**config.mk**
```make
export PLATFORM = sky130hd
export DESIGN_NAME = pcn_pin_func
export DESIGN_NICKNAME = d
export VERILOG_FILES = /design/src/rtl/pcn_pkg.sv /design/src/rtl/pcn_pin_func.sv
export SDC_FILE = /design/constraint.sdc
export NUM_CORES = 2
export LEC_CHECK = 0
export ABC_AREA = 1
export ABC_CLOCK_PERIOD_IN_PS = 7700
export BUFFER_PORTS_ARGS = -buffer_cell sky130_fd_sc_hd__buf_2
export CAP_MARGIN = 20
export CELL_PAD_IN_SITES_DETAIL_PLACEMENT = 2
export CELL_PAD_IN_SITES_GLOBAL_PLACEMENT = 2
export CORE_ASPECT_RATIO = 1.25
export CORE_MARGIN = 2
export CORE_UTILIZATION = 35
export CTS_CLUSTER_DIAMETER = 200
export DETAILED_ROUTE_END_ITERATION = 7
export MAX_ROUTING_LAYER = met4
export PLACE_DENSITY = 0.82
export SETUP_SLACK_MARGIN = 0.1
export SYNTH_ARGS = -nofsm -noshare
export SYNTH_HDL_FRONTEND = slang
export SYNTH_SLANG_ARGS = --single-unit
```
**constraint.sdc**
```tcl
create_clock -name ref_clk -period 7.7 [get_ports ref_clk]
set_input_delay 1.54 -clock ref_clk [delete_from_list [all_inputs] [get_ports ref_clk]]
set_output_delay 1.54 -clock ref_clk [all_outputs]
set_load 0.01 [all_outputs]
```
**src/rtl/pcn_pkg.sv**
```systemverilog
// Shared constants, bus carriers and state layout for the pin function block
package pcn_pkg;
  localparam int CN_N = 84;
  localparam int RP_N = 44;
  localparam int RP_IO = 32;
  localparam int PIN_IN_N = 4;
  localparam int FN_N = 25;
  localparam int WD = 32;
  localparam int BANK_W = 96;
  localparam int MAP_W = 6;
  localparam int PORT_G_ANALOG_SELECT_W = 4;
  localparam int PORT_G_ANALOG_SELECT_LO = 6;
  localparam int PORT_F_ANALOG_SELECT_BIT = 0;
  localparam int LOCK_BIT = 0;
  localparam int KEY_LO = 8;
  localparam int FLD_STEP = 8;
  localparam int FLD_PER_W = 4;
  localparam int RP_B = CN_N;
  localparam int F_B = CN_N + RP_N;
  localparam int G_B = F_B + 1;
  localparam int PAD_N = G_B + PORT_G_ANALOG_SELECT_W;
  localparam logic [3:0] BLK_ANS = 4'h0;
  localparam logic [3:0] BLK_CNEN = 4'h1;
  localparam logic [3:0] BLK_CNPU = 4'h2;
  localparam logic [3:0] BLK_CNPD = 4'h3;
  localparam logic [3:0] BLK_FLAG = 4'h4;
  localparam logic [3:0] BLK_CTL = 4'h5;
  localparam logic [3:0] BLK_OMAP0 = 4'h6;
  localparam logic [3:0] BLK_OMAP1 = 4'h7;
  localparam logic [1:0] W_PORT_F_ANALOG_SELECT = 2'h0;
  localparam logic [1:0] W_PORT_G_ANALOG_SELECT = 2'h1;
  localparam logic [1:0] W_LOCK = 2'h0;
  localparam logic [1:0] W_IMAP = 2'h1;
  localparam logic [1:0] W_NONE = 2'h3;
  localparam logic [7:0] PORT_F_ANALOG_SELECT_OFF = 8'h00;
  localparam logic [7:0] LOCK_KEY = 8'ha5;
  localparam logic PORT_F_ANALOG_SELECT_RST = 1'b1;
  localparam logic [3:0] PORT_G_ANALOG_SELECT_RST = 4'hf;
  localparam logic [5:0] MAP_NULL = 6'h00;
  localparam logic [5:0] NONE_PIN = 6'h3f;

  typedef struct packed {
    logic psel;
    logic penable;
    logic pwrite;
    logic [7:0] paddr;
    logic [31:0] pwdata;
  } pcn_apb_req_s;

  typedef struct packed {
    logic [31:0] prdata;
    logic pready;
    logic pslverr;
  } pcn_apb_rsp_s;

  typedef struct packed {
    logic port_f_analog_select;
    logic [3:0] port_g_analog_select;
    logic [95:0] cnen;
    logic [95:0] cnpu;
    logic [95:0] cnpd;
    logic [83:0] flag;
    logic [83:0] last;
    logic lock;
    logic [3:0][5:0] inmap;
    logic [31:0][5:0] outmap;
    logic [132:0] s1;
    logic [132:0] s2;
    logic [132:0] s3;
    logic [132:0] filt;
    logic [31:0] prdata;
    logic pready;
    logic pslverr;
    logic irq;
    logic [31:0] rp_out;
    logic [31:0] rp_oe_n;
    logic [3:0] pin_in;
    logic f_rd;
    logic [3:0] g_rd;
  } pcn_state_s;
endpackage

```
**src/rtl/pcn_pin_func.sv**
```systemverilog
// Analog select, change notification and remappable pin routing with APB registers
//
// Chosen here: the APB slave port and the address map.
`timescale 1ns/1ps
`default_nettype none

module pcn_pin_func (
  input wire logic ref_clk,
  input wire logic reset_n,
  input wire logic clk_en,
  input wire pcn_pkg::pcn_apb_req_s apb_req,
  output pcn_pkg::pcn_apb_rsp_s apb_rsp,
  input wire logic [83:0] cn_pin,
  input wire logic [43:0] rp_pin,
  input wire logic portf_pad,
  input wire logic [3:0] portg_pad,
  input wire logic [43:0] rp_analog,
  input wire logic [31:0] tris,
  input wire logic [31:0] gpio_out,
  input wire logic [31:0] pmp_en,
  input wire logic [31:0] pmp_out,
  input wire logic [31:0] usb_en,
  input wire logic [31:0] usb_out,
  input wire logic [25:1] periph_out,
  output logic [3:0] periph_in,
  output logic [31:0] rp_out,
  output logic [31:0] rp_oe_n,
  output logic cn_irq,
  output logic [83:0] pullup_en,
  output logic [83:0] pulldown_en,
  output logic portf_pin0_analog_sel,
  output logic [3:0] portg_pins_analog_sel,
  output logic portf_read,
  output logic [3:0] portg_read
);
  pcn_pkg::pcn_state_s r_reg;
  pcn_pkg::pcn_state_s r_next;

  logic [132:0] pads;
  logic [132:0] agree;
  logic [83:0] chg;
  logic [95:0] clr;
  logic [95:0] bank;
  logic [95:0] cn_mask;
  logic [31:0] rd;
  logic [3:0] blk;
  logic [1:0] wi;
  logic setup;
  logic acc;
  logic hit;
  logic [5:0] code;
  logic [5:0] sel;
  logic pv;
  int ow;

  assign pads = {portg_pad, portf_pad, rp_pin, cn_pin};
  assign cn_mask = {{(pcn_pkg::BANK_W - pcn_pkg::CN_N){1'b0}}, {pcn_pkg::CN_N{1'b1}}};
  assign blk = apb_req.paddr[7:4];
  assign wi = apb_req.paddr[3:2];
  assign setup = apb_req.psel & ~apb_req.penable;
  assign acc = apb_req.psel & apb_req.penable & r_reg.pready;

  always_comb begin
    r_next = r_reg;
    rd = '0;
    hit = 1'b1;
    bank = '0;
    clr = '0;
    code = pcn_pkg::MAP_NULL;
    sel = pcn_pkg::NONE_PIN;
    pv = 1'b0;
    ow = 0;
    // Three stages; a level counts once the last two agree
    r_next.s1 = pads;
    r_next.s2 = r_reg.s1;
    r_next.s3 = r_reg.s2;
    agree = ~(r_reg.s2 ^ r_reg.s3);
    r_next.filt = (r_reg.filt & ~agree) | (r_reg.s3 & agree);
    // last level is held across stopped clocks, so a sleep change shows on wake
    chg = (r_reg.filt[pcn_pkg::CN_N-1:0] ^ r_reg.last) & r_reg.cnen[pcn_pkg::CN_N-1:0];
    r_next.last = r_reg.filt[pcn_pkg::CN_N-1:0];

    // Bank word selection for the read path; writes index the registers directly
    unique case (blk)
      pcn_pkg::BLK_CNEN: bank = r_reg.cnen;
      pcn_pkg::BLK_CNPU: bank = r_reg.cnpu;
      pcn_pkg::BLK_CNPD: bank = r_reg.cnpd;
      pcn_pkg::BLK_FLAG: bank = {{(pcn_pkg::BANK_W - pcn_pkg::CN_N){1'b0}}, r_reg.flag};
      default: bank = '0;
    endcase

    // Read data is captured in the setup phase; the access phase always completes
    if (blk == pcn_pkg::BLK_ANS) begin
      // unimplemented positions stay zero in the read word
      if (wi == pcn_pkg::W_PORT_F_ANALOG_SELECT) begin
        rd[pcn_pkg::PORT_F_ANALOG_SELECT_BIT] = r_reg.port_f_analog_select;
      end else if (wi == pcn_pkg::W_PORT_G_ANALOG_SELECT) begin
        rd[pcn_pkg::PORT_G_ANALOG_SELECT_LO +: pcn_pkg::PORT_G_ANALOG_SELECT_W] = r_reg.port_g_analog_select;
      end else begin
        hit = 1'b0;
      end
    end else if (blk == pcn_pkg::BLK_CNEN || blk == pcn_pkg::BLK_CNPU ||
                 blk == pcn_pkg::BLK_CNPD || blk == pcn_pkg::BLK_FLAG) begin
      if (wi != pcn_pkg::W_NONE) begin
        rd = bank[wi * pcn_pkg::WD +: pcn_pkg::WD];
      end else begin
        hit = 1'b0;
      end
    end else if (blk == pcn_pkg::BLK_CTL) begin
      if (wi == pcn_pkg::W_LOCK) begin
        rd[pcn_pkg::LOCK_BIT] = r_reg.lock;
      end else if (wi == pcn_pkg::W_IMAP) begin
        for (int j = 0; j < pcn_pkg::PIN_IN_N; j++) begin
          rd[j * pcn_pkg::FLD_STEP +: pcn_pkg::MAP_W] = r_reg.inmap[j];
        end
      end else begin
        hit = 1'b0;
      end
    end else if (blk == pcn_pkg::BLK_OMAP0 || blk == pcn_pkg::BLK_OMAP1) begin
      ow = {29'h0, blk[0], wi};
      for (int j = 0; j < pcn_pkg::FLD_PER_W; j++) begin
        rd[j * pcn_pkg::FLD_STEP +: pcn_pkg::MAP_W] =
          r_reg.outmap[ow * pcn_pkg::FLD_PER_W + j];
      end
    end else begin
      hit = 1'b0;
    end

    if (setup) begin
      r_next.pready = 1'b1;
      r_next.pslverr = ~hit;
      r_next.prdata = apb_req.pwrite ? '0 : rd;
    end else begin
      r_next.pready = 1'b0;
      r_next.pslverr = 1'b0;
    end

    // Writes take effect at the access edge only
    if (acc && apb_req.pwrite && hit) begin
      unique case (blk)
        pcn_pkg::BLK_ANS: begin
          // only bit 0 of port F is stored
          // only bits 9 to 6 of port G are stored
          if (wi == pcn_pkg::W_PORT_F_ANALOG_SELECT) begin
            r_next.port_f_analog_select = apb_req.pwdata[pcn_pkg::PORT_F_ANALOG_SELECT_BIT];
          end else begin
            r_next.port_g_analog_select = apb_req.pwdata[pcn_pkg::PORT_G_ANALOG_SELECT_LO +: pcn_pkg::PORT_G_ANALOG_SELECT_W];
          end
        end
        pcn_pkg::BLK_CNEN: begin
          r_next.cnen[wi * pcn_pkg::WD +: pcn_pkg::WD] = apb_req.pwdata;
        end
        pcn_pkg::BLK_CNPU: begin
          r_next.cnpu[wi * pcn_pkg::WD +: pcn_pkg::WD] = apb_req.pwdata;
        end
        pcn_pkg::BLK_CNPD: begin
          r_next.cnpd[wi * pcn_pkg::WD +: pcn_pkg::WD] = apb_req.pwdata;
        end
        pcn_pkg::BLK_FLAG: begin
          clr[wi * pcn_pkg::WD +: pcn_pkg::WD] = apb_req.pwdata;
        end
        pcn_pkg::BLK_CTL: begin
          // lock changes only with the key byte
          if (wi == pcn_pkg::W_LOCK) begin
            if (apb_req.pwdata[pcn_pkg::KEY_LO +: 8] == pcn_pkg::LOCK_KEY) begin
              r_next.lock = apb_req.pwdata[pcn_pkg::LOCK_BIT];
            end
          end else if (!r_reg.lock) begin
            // six-bit pin field per peripheral input
            for (int j = 0; j < pcn_pkg::PIN_IN_N; j++) begin
              r_next.inmap[j] = apb_req.pwdata[j * pcn_pkg::FLD_STEP +: pcn_pkg::MAP_W];
            end
          end
        end
        default: begin
          if (!r_reg.lock) begin
            for (int j = 0; j < pcn_pkg::FLD_PER_W; j++) begin
              r_next.outmap[ow * pcn_pkg::FLD_PER_W + j] =
                apb_req.pwdata[j * pcn_pkg::FLD_STEP +: pcn_pkg::MAP_W];
            end
          end
        end
      endcase
    end
    // only the 84 implemented inputs keep bits
    r_next.cnen = r_next.cnen & cn_mask;
    r_next.cnpu = r_next.cnpu & cn_mask;
    r_next.cnpd = r_next.cnpd & cn_mask;

    // sticky flags; a new change wins over a clear
    r_next.flag = (r_reg.flag & ~clr[pcn_pkg::CN_N-1:0]) | chg;
    // one request line for all enabled flags
    r_next.irq = |(r_next.flag & r_next.cnen[pcn_pkg::CN_N-1:0]);

    // analog mode blocks the digital read path
    r_next.f_rd = r_reg.filt[pcn_pkg::F_B] & ~r_reg.port_f_analog_select;
    r_next.g_rd = r_reg.filt[pcn_pkg::G_B +: pcn_pkg::PORT_G_ANALOG_SELECT_W] & ~r_reg.port_g_analog_select;

    // output routing exists for pins 0 to 31 only
    // pins 32 to 43 have no output field, so they never drive
    // only the listed peripheral outputs are selectable
    for (int k = 0; k < pcn_pkg::RP_IO; k++) begin
      code = r_reg.outmap[k];
      pv = (code != pcn_pkg::MAP_NULL && code <= pcn_pkg::FN_N) ? periph_out[code] : 1'b0;
      // remapped output over parallel port and port latch
      // a zero field falls through to the fixed functions
      if (usb_en[k]) begin
        r_next.rp_out[k] = usb_out[k];
      end else if (code != pcn_pkg::MAP_NULL) begin
        r_next.rp_out[k] = pv;
      end else if (pmp_en[k]) begin
        r_next.rp_out[k] = pmp_out[k];
      end else begin
        r_next.rp_out[k] = gpio_out[k];
      end
      // buffer follows direction or the fixed USB function, never an input map
      r_next.rp_oe_n[k] = ~usb_en[k] & tris[k];
    end

    // analog pins are cut off from remapped inputs
    // only pins below 44 can be selected
    for (int m = 0; m < pcn_pkg::PIN_IN_N; m++) begin
      sel = r_reg.inmap[m];
      if (sel < pcn_pkg::RP_N) begin
        r_next.pin_in[m] = ~rp_analog[sel] & r_reg.filt[pcn_pkg::RP_B + sel];
      end else begin
        r_next.pin_in[m] = 1'b0;
      end
    end
  end

  // Clock enable low freezes everything, including the input stages
  always_ff @(posedge ref_clk) begin
    if (!reset_n) begin
      r_reg <= '0;
      // port F select resets to analog
      r_reg.port_f_analog_select <= pcn_pkg::PORT_F_ANALOG_SELECT_RST;
      // port G selects reset to analog
      r_reg.port_g_analog_select <= pcn_pkg::PORT_G_ANALOG_SELECT_RST;
      // no pin for any input until software maps one
      r_reg.inmap <= {pcn_pkg::PIN_IN_N{pcn_pkg::NONE_PIN}};
      r_reg.rp_oe_n <= '1;
    end else if (clk_en) begin
      r_reg <= r_next;
    end
  end

  assign apb_rsp = '{prdata: r_reg.prdata, pready: r_reg.pready, pslverr: r_reg.pslverr};
  assign periph_in = r_reg.pin_in;
  assign rp_out = r_reg.rp_out;
  assign rp_oe_n = r_reg.rp_oe_n;
  assign cn_irq = r_reg.irq;
  assign pullup_en = r_reg.cnpu[pcn_pkg::CN_N-1:0];
  assign pulldown_en = r_reg.cnpd[pcn_pkg::CN_N-1:0];
  assign portf_pin0_analog_sel = r_reg.port_f_analog_select;
  assign portg_pins_analog_sel = r_reg.port_g_analog_select;
  assign portf_read = r_reg.f_rd;
  assign portg_read = r_reg.g_rd;

  a_port_f_analog_select_zero_hi: assert property (
    @(posedge ref_clk) disable iff (!reset_n)
    clk_en && setup && !apb_req.pwrite && apb_req.paddr == pcn_pkg::PORT_F_ANALOG_SELECT_OFF
    |=> apb_rsp.pready && apb_rsp.prdata[31:1] == '0)
    else $error("Unimplemented port F select bits read nonzero");

  a_analog_blocks_read: assert property (
    @(posedge ref_clk) disable iff (!reset_n)
    clk_en && r_reg.port_f_analog_select |=> !portf_read)
    else $error("Port F read active in analog mode");

  a_change_sets_flag: assert property (
    @(posedge ref_clk) disable iff (!reset_n)
    clk_en && (chg != '0) |=> (r_reg.flag & $past(chg)) == $past(chg))
    else $error("Enabled change did not set its flag");

  a_irq_has_cause: assert property (
    @(posedge ref_clk) disable iff (!reset_n)
    cn_irq |-> |(r_reg.flag & r_reg.cnen[pcn_pkg::CN_N-1:0]))
    else $error("Change interrupt without an enabled flag");

  a_usb_over_map: assert property (
    @(posedge ref_clk) disable iff (!reset_n)
    clk_en && usb_en[0] |=> rp_out[0] == $past(usb_out[0]) && !rp_oe_n[0])
    else $error("USB output lost pin 0");

  a_null_map_pmp: assert property (
    @(posedge ref_clk) disable iff (!reset_n)
    clk_en && !usb_en[0] && r_reg.outmap[0] == pcn_pkg::MAP_NULL && pmp_en[0]
    |=> rp_out[0] == $past(pmp_out[0]))
    else $error("Null map did not pass parallel port output");

  a_lock_holds_map: assert property (
    @(posedge ref_clk) disable iff (!reset_n)
    r_reg.lock ##1 r_reg.lock |-> $stable(r_reg.outmap) && $stable(r_reg.inmap))
    else $error("Mapping changed while locked");

  a_analog_cuts_input: assert property (
    @(posedge ref_clk) disable iff (!reset_n)
    clk_en && r_reg.inmap[0] < pcn_pkg::RP_N && rp_analog[r_reg.inmap[0]]
    |=> !periph_in[0])
    else $error("Remapped input fed from analog pin");

  a_port_g_analog_select_zero_bits: assert property (
    @(posedge ref_clk) disable iff (!reset_n)
    clk_en && setup && !apb_req.pwrite && blk == pcn_pkg::BLK_ANS && wi == pcn_pkg::W_PORT_G_ANALOG_SELECT
    |=> apb_rsp.prdata[pcn_pkg::PORT_G_ANALOG_SELECT_LO-1:0] == '0 &&
        apb_rsp.prdata[pcn_pkg::WD-1:pcn_pkg::PORT_G_ANALOG_SELECT_LO+pcn_pkg::PORT_G_ANALOG_SELECT_W] == '0)
    else $error("Unimplemented port G select bits read nonzero");

  a_gport_blocks_read: assert property (
    @(posedge ref_clk) disable iff (!reset_n)
    clk_en |=> (portg_read & $past(r_reg.port_g_analog_select)) == '0)
    else $error("Port G read active in analog mode");

  a_irq_follows_flag: assert property (
    @(posedge ref_clk) disable iff (!reset_n)
    clk_en && !acc && |(r_reg.flag & r_reg.cnen[pcn_pkg::CN_N-1:0]) |=> cn_irq)
    else $error("Enabled flag did not raise the change interrupt");

  a_disabled_no_flag: assert property (
    @(posedge ref_clk) disable iff (!reset_n)
    clk_en && !acc && !r_reg.cnen[6] |=> $stable(r_reg.flag[6]))
    else $error("Disabled change input set its flag");

  a_oe_from_dir: assert property (
    @(posedge ref_clk) disable iff (!reset_n)
    clk_en |=> rp_oe_n == (~$past(usb_en) & $past(tris)))
    else $error("Pin output enable not set by direction or USB");

  a_unmapped_input: assert property (
    @(posedge ref_clk) disable iff (!reset_n)
    clk_en && r_reg.inmap[1] >= pcn_pkg::RP_N |=> !periph_in[1])
    else $error("Unmapped peripheral input saw a pin");

  a_lock_needs_key: assert property (
    @(posedge ref_clk) disable iff (!reset_n)
    clk_en && acc && apb_req.pwrite && blk == pcn_pkg::BLK_CTL && wi == pcn_pkg::W_LOCK &&
    apb_req.pwdata[pcn_pkg::KEY_LO +: 8] != pcn_pkg::LOCK_KEY |=> $stable(r_reg.lock))
    else $error("Lock changed without its key");

  a_reset_analog: assert property (
    @(posedge ref_clk)
    !reset_n |=> portf_pin0_analog_sel == pcn_pkg::PORT_F_ANALOG_SELECT_RST &&
      portg_pins_analog_sel == pcn_pkg::PORT_G_ANALOG_SELECT_RST)
    else $error("Analog selects not set by reset");
endmodule

`default_nettype wire

```
# Yosys cells after proc, flatten, opt, wreduce, memory -nomap -nowiden
# Index checks and enable logic that the tools add are counted.
# word_totals
output_inout_bits	281
latchBits	0
mem_bits_ro	0
ramBits	0
mem_count	0
ff_bits	1282
wordCells	643
# classes
multipliers	0
mux	291
magnitude_cmp	88
bitwise_logic	97
add_sub_neg	11
n_reduce_logical	86
eq_ne	10
div	0
shifts	3
# op_table
cell	count
$bwmux 192	4
$and 84x84->84	4
$pmux 84 s4	1
$bwmux 96	3
$mux 276	1
$and 133x133->133	2
$not 133->133	2
$mux 84	3
$lt 6x6->1 const B	39
$le 6x5->1 const B	32
$mux 96	2
$reduce_bool 6->1	32
$mux 1	182
$mux 6	30
$bmux 1 s5	32
$or 133x133->133	1
$xor 133x133->133	1
$ge 32x1->1 const B	4
$lt 32x7->1 const B	4
$shift 32x34->96 const A	1
$shiftx 32x34->96	1
$shiftx 96x8->32	1
$bmux 6 s5	3
$demux 6 s5	3
other kinds (43)	198

# Longest topological paths before layout
# depth
ltp_word	14
depth_mapped	25
mapped_depth_nobuf	20

# Worst setup path after synthesis
# No wires, ideal clock.
# synth_timing
path_kind	input -> register
from	input apb_req[34] (netlist bit)
to	register r_reg, in the netlist cn_irq
path_buffers	4
path_slack_ns	3.108
t_arrival_ns	4.475
cell_stages	22
path_cell_list	buf_2 -> inv_2 -> clkbuf_1 -> clkbuf_1 -> clkbuf_1 -> ha_1 -> inv_1 -> nand2_1 -> nor2_2 -> inv_1 -> nor2_1 -> nand2_1 -> o21ai_0 -> nand2_1 -> nand2_1 -> nand2_1 -> nor2_1 -> nand2_1 -> nor2_1 -> nand3_1 -> nor2_1 -> nor2_1
# synth_between
elab_chain_cells	13
# synth_lines
element	line_no	source
start: declaration	pcn_pin_func.sv:11	input wire pcn_pkg::pcn_apb_req_s apb_req,
parallel branches: the longest is 11 deep, another holds $neg 7->34	n/a	
$and 84x84->84 (*)	pcn_pin_func.sv:193	r_next.irq = |(r_next.flag & r_next.cnen[pcn_pkg::CN_N-1:0]);
$reduce_or 84->1 (*)	pcn_pin_func.sv:193	
end signal: assignment	pcn_pin_func.sv:244	r_reg <= r_next;
end: declaration	pcn_pin_func.sv:36	pcn_pkg::pcn_state_s r_reg;
# Mark *: on every way between the ends.
# A chain may end at the register's enable or synchronous reset.

# Worst setup path after layout
# layout_timing
from	input apb_req[34] (netlist bit)
to	register r_reg[712] (netlist bit)
# layout_between
elab_chain_cells	12
# layout_lines
element	line_no	source
$mux 3	pcn_pin_func.sv:119	end else if (blk == pcn_pkg::BLK_OMAP0 || blk == pcn_pkg::BLK_OMAP1) begin
$mux 3	pcn_pin_func.sv:109	end else if (blk == pcn_pkg::BLK_CTL) begin
$mux 30	pcn_pin_func.sv:102	end else if (blk == pcn_pkg::BLK_CNEN || blk == pcn_pkg::BLK_CNPU ||
$mux 30	pcn_pin_func.sv:93	if (blk == pcn_pkg::BLK_ANS) begin
$add 32x2->32, or another cell as far along	pcn_pin_func.sv:178	r_next.outmap[ow * pcn_pkg::FLD_PER_W + j] =
$ge 32x1->1 (not written as such), or another cell as far along	pcn_pin_func.sv:178	
$logic_and 1x1->1 (not written as such) / $mux 6 (equally long branches)	pcn_pin_func.sv:178	
$mux 6 (not written as such) / $demux 6 s3 (equally long branches)	pcn_pin_func.sv:178	
$demux 6 s5 / $bwmux 192 (equally long branches)	pcn_pin_func.sv:178	
$bwmux 192 (3 in a row)	pcn_pin_func.sv:178	
# Several ways; a longest one is shown, not always the timed one.

==> impl_results.md <==
- First-pass GRT wire length: 595 mm
- Initial Util: 0.351
- GRT met1 Usage: 0.483
- Post-CTS Resized: 0
- Met3 usage: 0.0970
- Largest family of logic cells by synthesized area: compound AO/OA/AOI/OAI gates
- First drt pass iteration count: 6
- Type of the most critical hold path: reg -> reg
- CTS Buf Count: 148
- Post-synthesis mux area share: 0.00507
- Yosys cell types: 62
- CP Launch Type: input port
- Critical path cell sequence: buf_4 -> buf_4 -> ha_1 -> o21ai_0 -> nand2_1 -> nand2_1 -> nand3_4 -> nand3_4 -> nor2_4 -> nand3_1 -> nor3_2 -> nand2_1 -> buf_4 -> o21ai_0 -> a21oi_1
- Setup Buffers After CTS: 0
- P_int: 11.8 mW
- Via density: 6.08
- Minimum clock period: 5.13 ns
- Syn nets: 11300
- Tot Pwr: 16.7 mW
- Worst Path Max Fanout: 40
- Simple-gate portion of the synthesized area: 0.214
- Final HPWL DP: 288 mm
- Routability cong.: 1.05
- RSZ-0062 raised after global routing: no
- Hold-fix buffers, CTS: 0
- Psw: 4.98 mW
- TritonCTS Sinks: 1282
- Setup TNS: 0 ns
- Post-synthesis xor/xnor area fraction: 0.00448
- Post-Syn Instances: 10800
- Final nets: 11200
- TritonCTS clock tree: built
- Clock slew at reported path FFs: 0.06 ns
- Largest net degree at the start of global routing: 250
- Remaining global-route overflow: 0
- Final Instance Area: 0.0788 mm^2
- Pwr per Cell Area: 212 mW/mm^2
- Worst Tran Pin Value: 1.48 ns
- Slew HR: 0.0141
- DRT antenna net count: 0
- Initial antenna violation count: 40
- WP data required: 8.38 ns
- Number of global-route vias before repair: 84500
- Critical-path top delay cell: buf_4
- Clk Latency, worst-skew pair: 0.85 ns
- Final worst-path cycle share: 0.667
- Area of the core: 0.201 mm^2
- Maximum resistive drop on vdd: 251 uV
- Avg Inst Size Synth: 6.49 um^2
- Max-slew violations: 0
- Die span in x: 405 um
- Placed cell areas: 0.0736 mm^2
- Via count: 82700
- Total wire length: 416 mm
- IO Count: 721
- Setup violators final: 0
- Combinational power share: 0.121
- Cell Area, Synth: 0.0704 mm^2
- Clock Skew: 0.0493 ns
- Yosys warns: 0
- Max-cap violations: 0
- Critical Path Max Stage Delay: 0.63 ns
- Cell Rows: 184
- Met2 Resource Use GR: 0.594
- Gr usage total: 0.404
- 1st-iter DRT viols: 8386
- CTS root buf: clkbuf_16
- Switching part of the total power: 0.297
- Clk buf depth: 3
- Chip Height: 505 um
- Sequential share of power: 0.422
- Wirelength per Cell: 30.6 um
- # DRC: 0
- CP Class: in -> reg
- FILL cells: 24200
- IO buf count: 718
- Synth Flop Type: dfxtp_1
- Number of flops mapped to enable cells by yosys: 0
- Hold Vio Cnt, Final: 0
- Post-synth ARST share: 0
- Die Area: 0.205 mm^2
- F_max: 0.195 GHz
- Area share of fa/ha/maj cells after synthesis: 0.00178
- P&R area growth vs syn: 12.0%
- Worst Path Arrival: 5.81 ns
- Gr busiest metal: met2
- H-tree level count: 4
- Outcome: completed
- Seq/Total Area, Yosys: 0.365
- CP Capture Type: register
- Synth Area in Compound Gates: 0.295
- Fraction of layout cells with a size suffix above 1: 0.110
- Clk pwr share: 0.457
- Synthesized flop and latch total: 1282
- Leakage dissipation: 32.7 nW
## metal layers
metal,vias up,share of wire
li1,36200,-
met1,41700,0.40
met3,1119,0.088
met4,0,0.080
met2,3646,0.43
met5,-,0
## cell usage in the layout (no fill, tap or decap), drive strengths merged, types with 9 or more instances in the layout
cell type	Yosys	routed
a211oi	54	54
a21oi	1319	1319
a221oi	55	55
a22oi	11	11
a31oi	32	32
buf	409	890
bufinv	0	9
clkbuf	717	221
clkinv	20	51
dfxtp	1282	1282
diode	0	27
ha	10	10
inv	706	711
mux2i	30	30
nand2	1719	1719
nand3	371	371
nand4	135	135
nor2	1455	1455
nor3	50	50
nor4	12	12
o2111ai	31	31
o211ai	150	150
o21ai	2115	2115
o221ai	29	29
o22ai	23	23
xor2	35	35
## final timing paths
| check | startpoint | to | slack (ns) | depth (start not counted) |
|---|---|---|---|---|
| hold / removal | r_reg[307] | register | 0.46 | 2 |
| hold reg to reg | r_reg[307] | register | 0.46 | 2 |
| setup / recovery | apb_req[34] | r_reg[712] | 2.57 | 15 |
| setup reg to reg | apb_rsp[1] | r_reg[712] | 3.88 | 11 |
## cell type report
cell class | count | area (um^2) | area share
Multi-Input combinational cell | 7712 | 36700 | 0.465
Sequential cell | 1282 | 25700 | 0.326
Timing Repair Buffer | 891 | 5120 | 0.0650
Clock buffer | 220 | 4460 | 0.0566
Tap cell | 2697 | 3370 | 0.0428
Inverter | 726 | 2740 | 0.0348
Clock inverter | 49 | 717 | 0.00910
Antenna cell | 27 | 67.6 | 0.000857
## cells in the mapped netlist (10+ instances only)
| master | count | share of area |
|---|---|---|
| a22oi_1 | 11 | 0.0012 |
| a221oi_1 | 55 | 0.0068 |
| nand4_1 | 134 | 0.012 |
| o221ai_1 | 29 | 0.0036 |
| xor2_1 | 35 | 0.0044 |
| a31oi_1 | 32 | 0.0028 |
| nor2_1 | 1447 | 0.077 |
| nand2_1 | 1718 | 0.092 |
| nor4_1 | 12 | 0.0011 |
| inv_2 | 19 | 0.0010 |
| o211ai_1 | 150 | 0.016 |
| clkinv_1 | 20 | 0.0011 |
| buf_1 | 46 | 0.0025 |
| o2111ai_1 | 31 | 0.0039 |
| o22ai_1 | 23 | 0.0020 |
| inv_1 | 687 | 0.037 |
| buf_4 | 285 | 0.030 |
| o21ai_0 | 2083 | 0.15 |
| nor3_1 | 48 | 0.0034 |
| o21ai_1 | 32 | 0.0023 |
| ha_1 | 10 | 0.0018 |
| mux2i_1 | 30 | 0.0043 |
| clkbuf_1 | 716 | 0.038 |
| dfxtp_1 | 1282 | 0.36 |
| buf_2 | 76 | 0.0054 |
| nand3_1 | 368 | 0.026 |
| a211oi_1 | 52 | 0.0055 |
| a21oi_1 | 1318 | 0.094 |
## worst max-delay path: cells and delay by family
kind            cells  cell delay, ns
simple gates        8            2.11
compound gates      3            0.41
fa+ha+maj           1            0.28
buf+inv             3            1.41
## power by group through the flow
stage	Combinational, mW	Clock [mW]	Sequential, mW
floorplan	1.07	0	7.14
global placement	1.86	0	7.18
detailed placement	1.94	0	7.20
CTS	1.97	7.74	7.06
global route	2.15	8.01	7.09
finish	2.03	7.65	7.07
## cell families (layout without fill, tap and decap cells)
| group | Yosys count | after routing |
|---|---|---|
| compound gates | 3883 | 3883 |
| simple gates | 3748 | 3748 |
| buf+inv | 1852 | 1886 |
| flops | 1282 | 1282 |
| xor+xnor | 36 | 36 |
| mux | 35 | 35 |
| fa+ha+maj | 10 | 10 |
| other cells | 0 | 27 |
## per-stage QoR
| stage | hold slack, ns | cells | worst slack, ns | util |
|---|---|---|---|---|
| finish | 0.459 | 13600 | 2.57 | 0.393 |
| floorplan | 0.431 | 10800 | 3.11 | - |
| CTS | 0.457 | 13600 | 2.83 | 0.393 |
| global route | 0.487 | 13600 | 2.51 | 0.393 |
| detailed placement | 0.456 | 13300 | 1.98 | 0.367 |
| global placement | 0.440 | 13300 | 2.15 | 0.367 |
No activity file was read; power rests on OpenSTA's default activity.
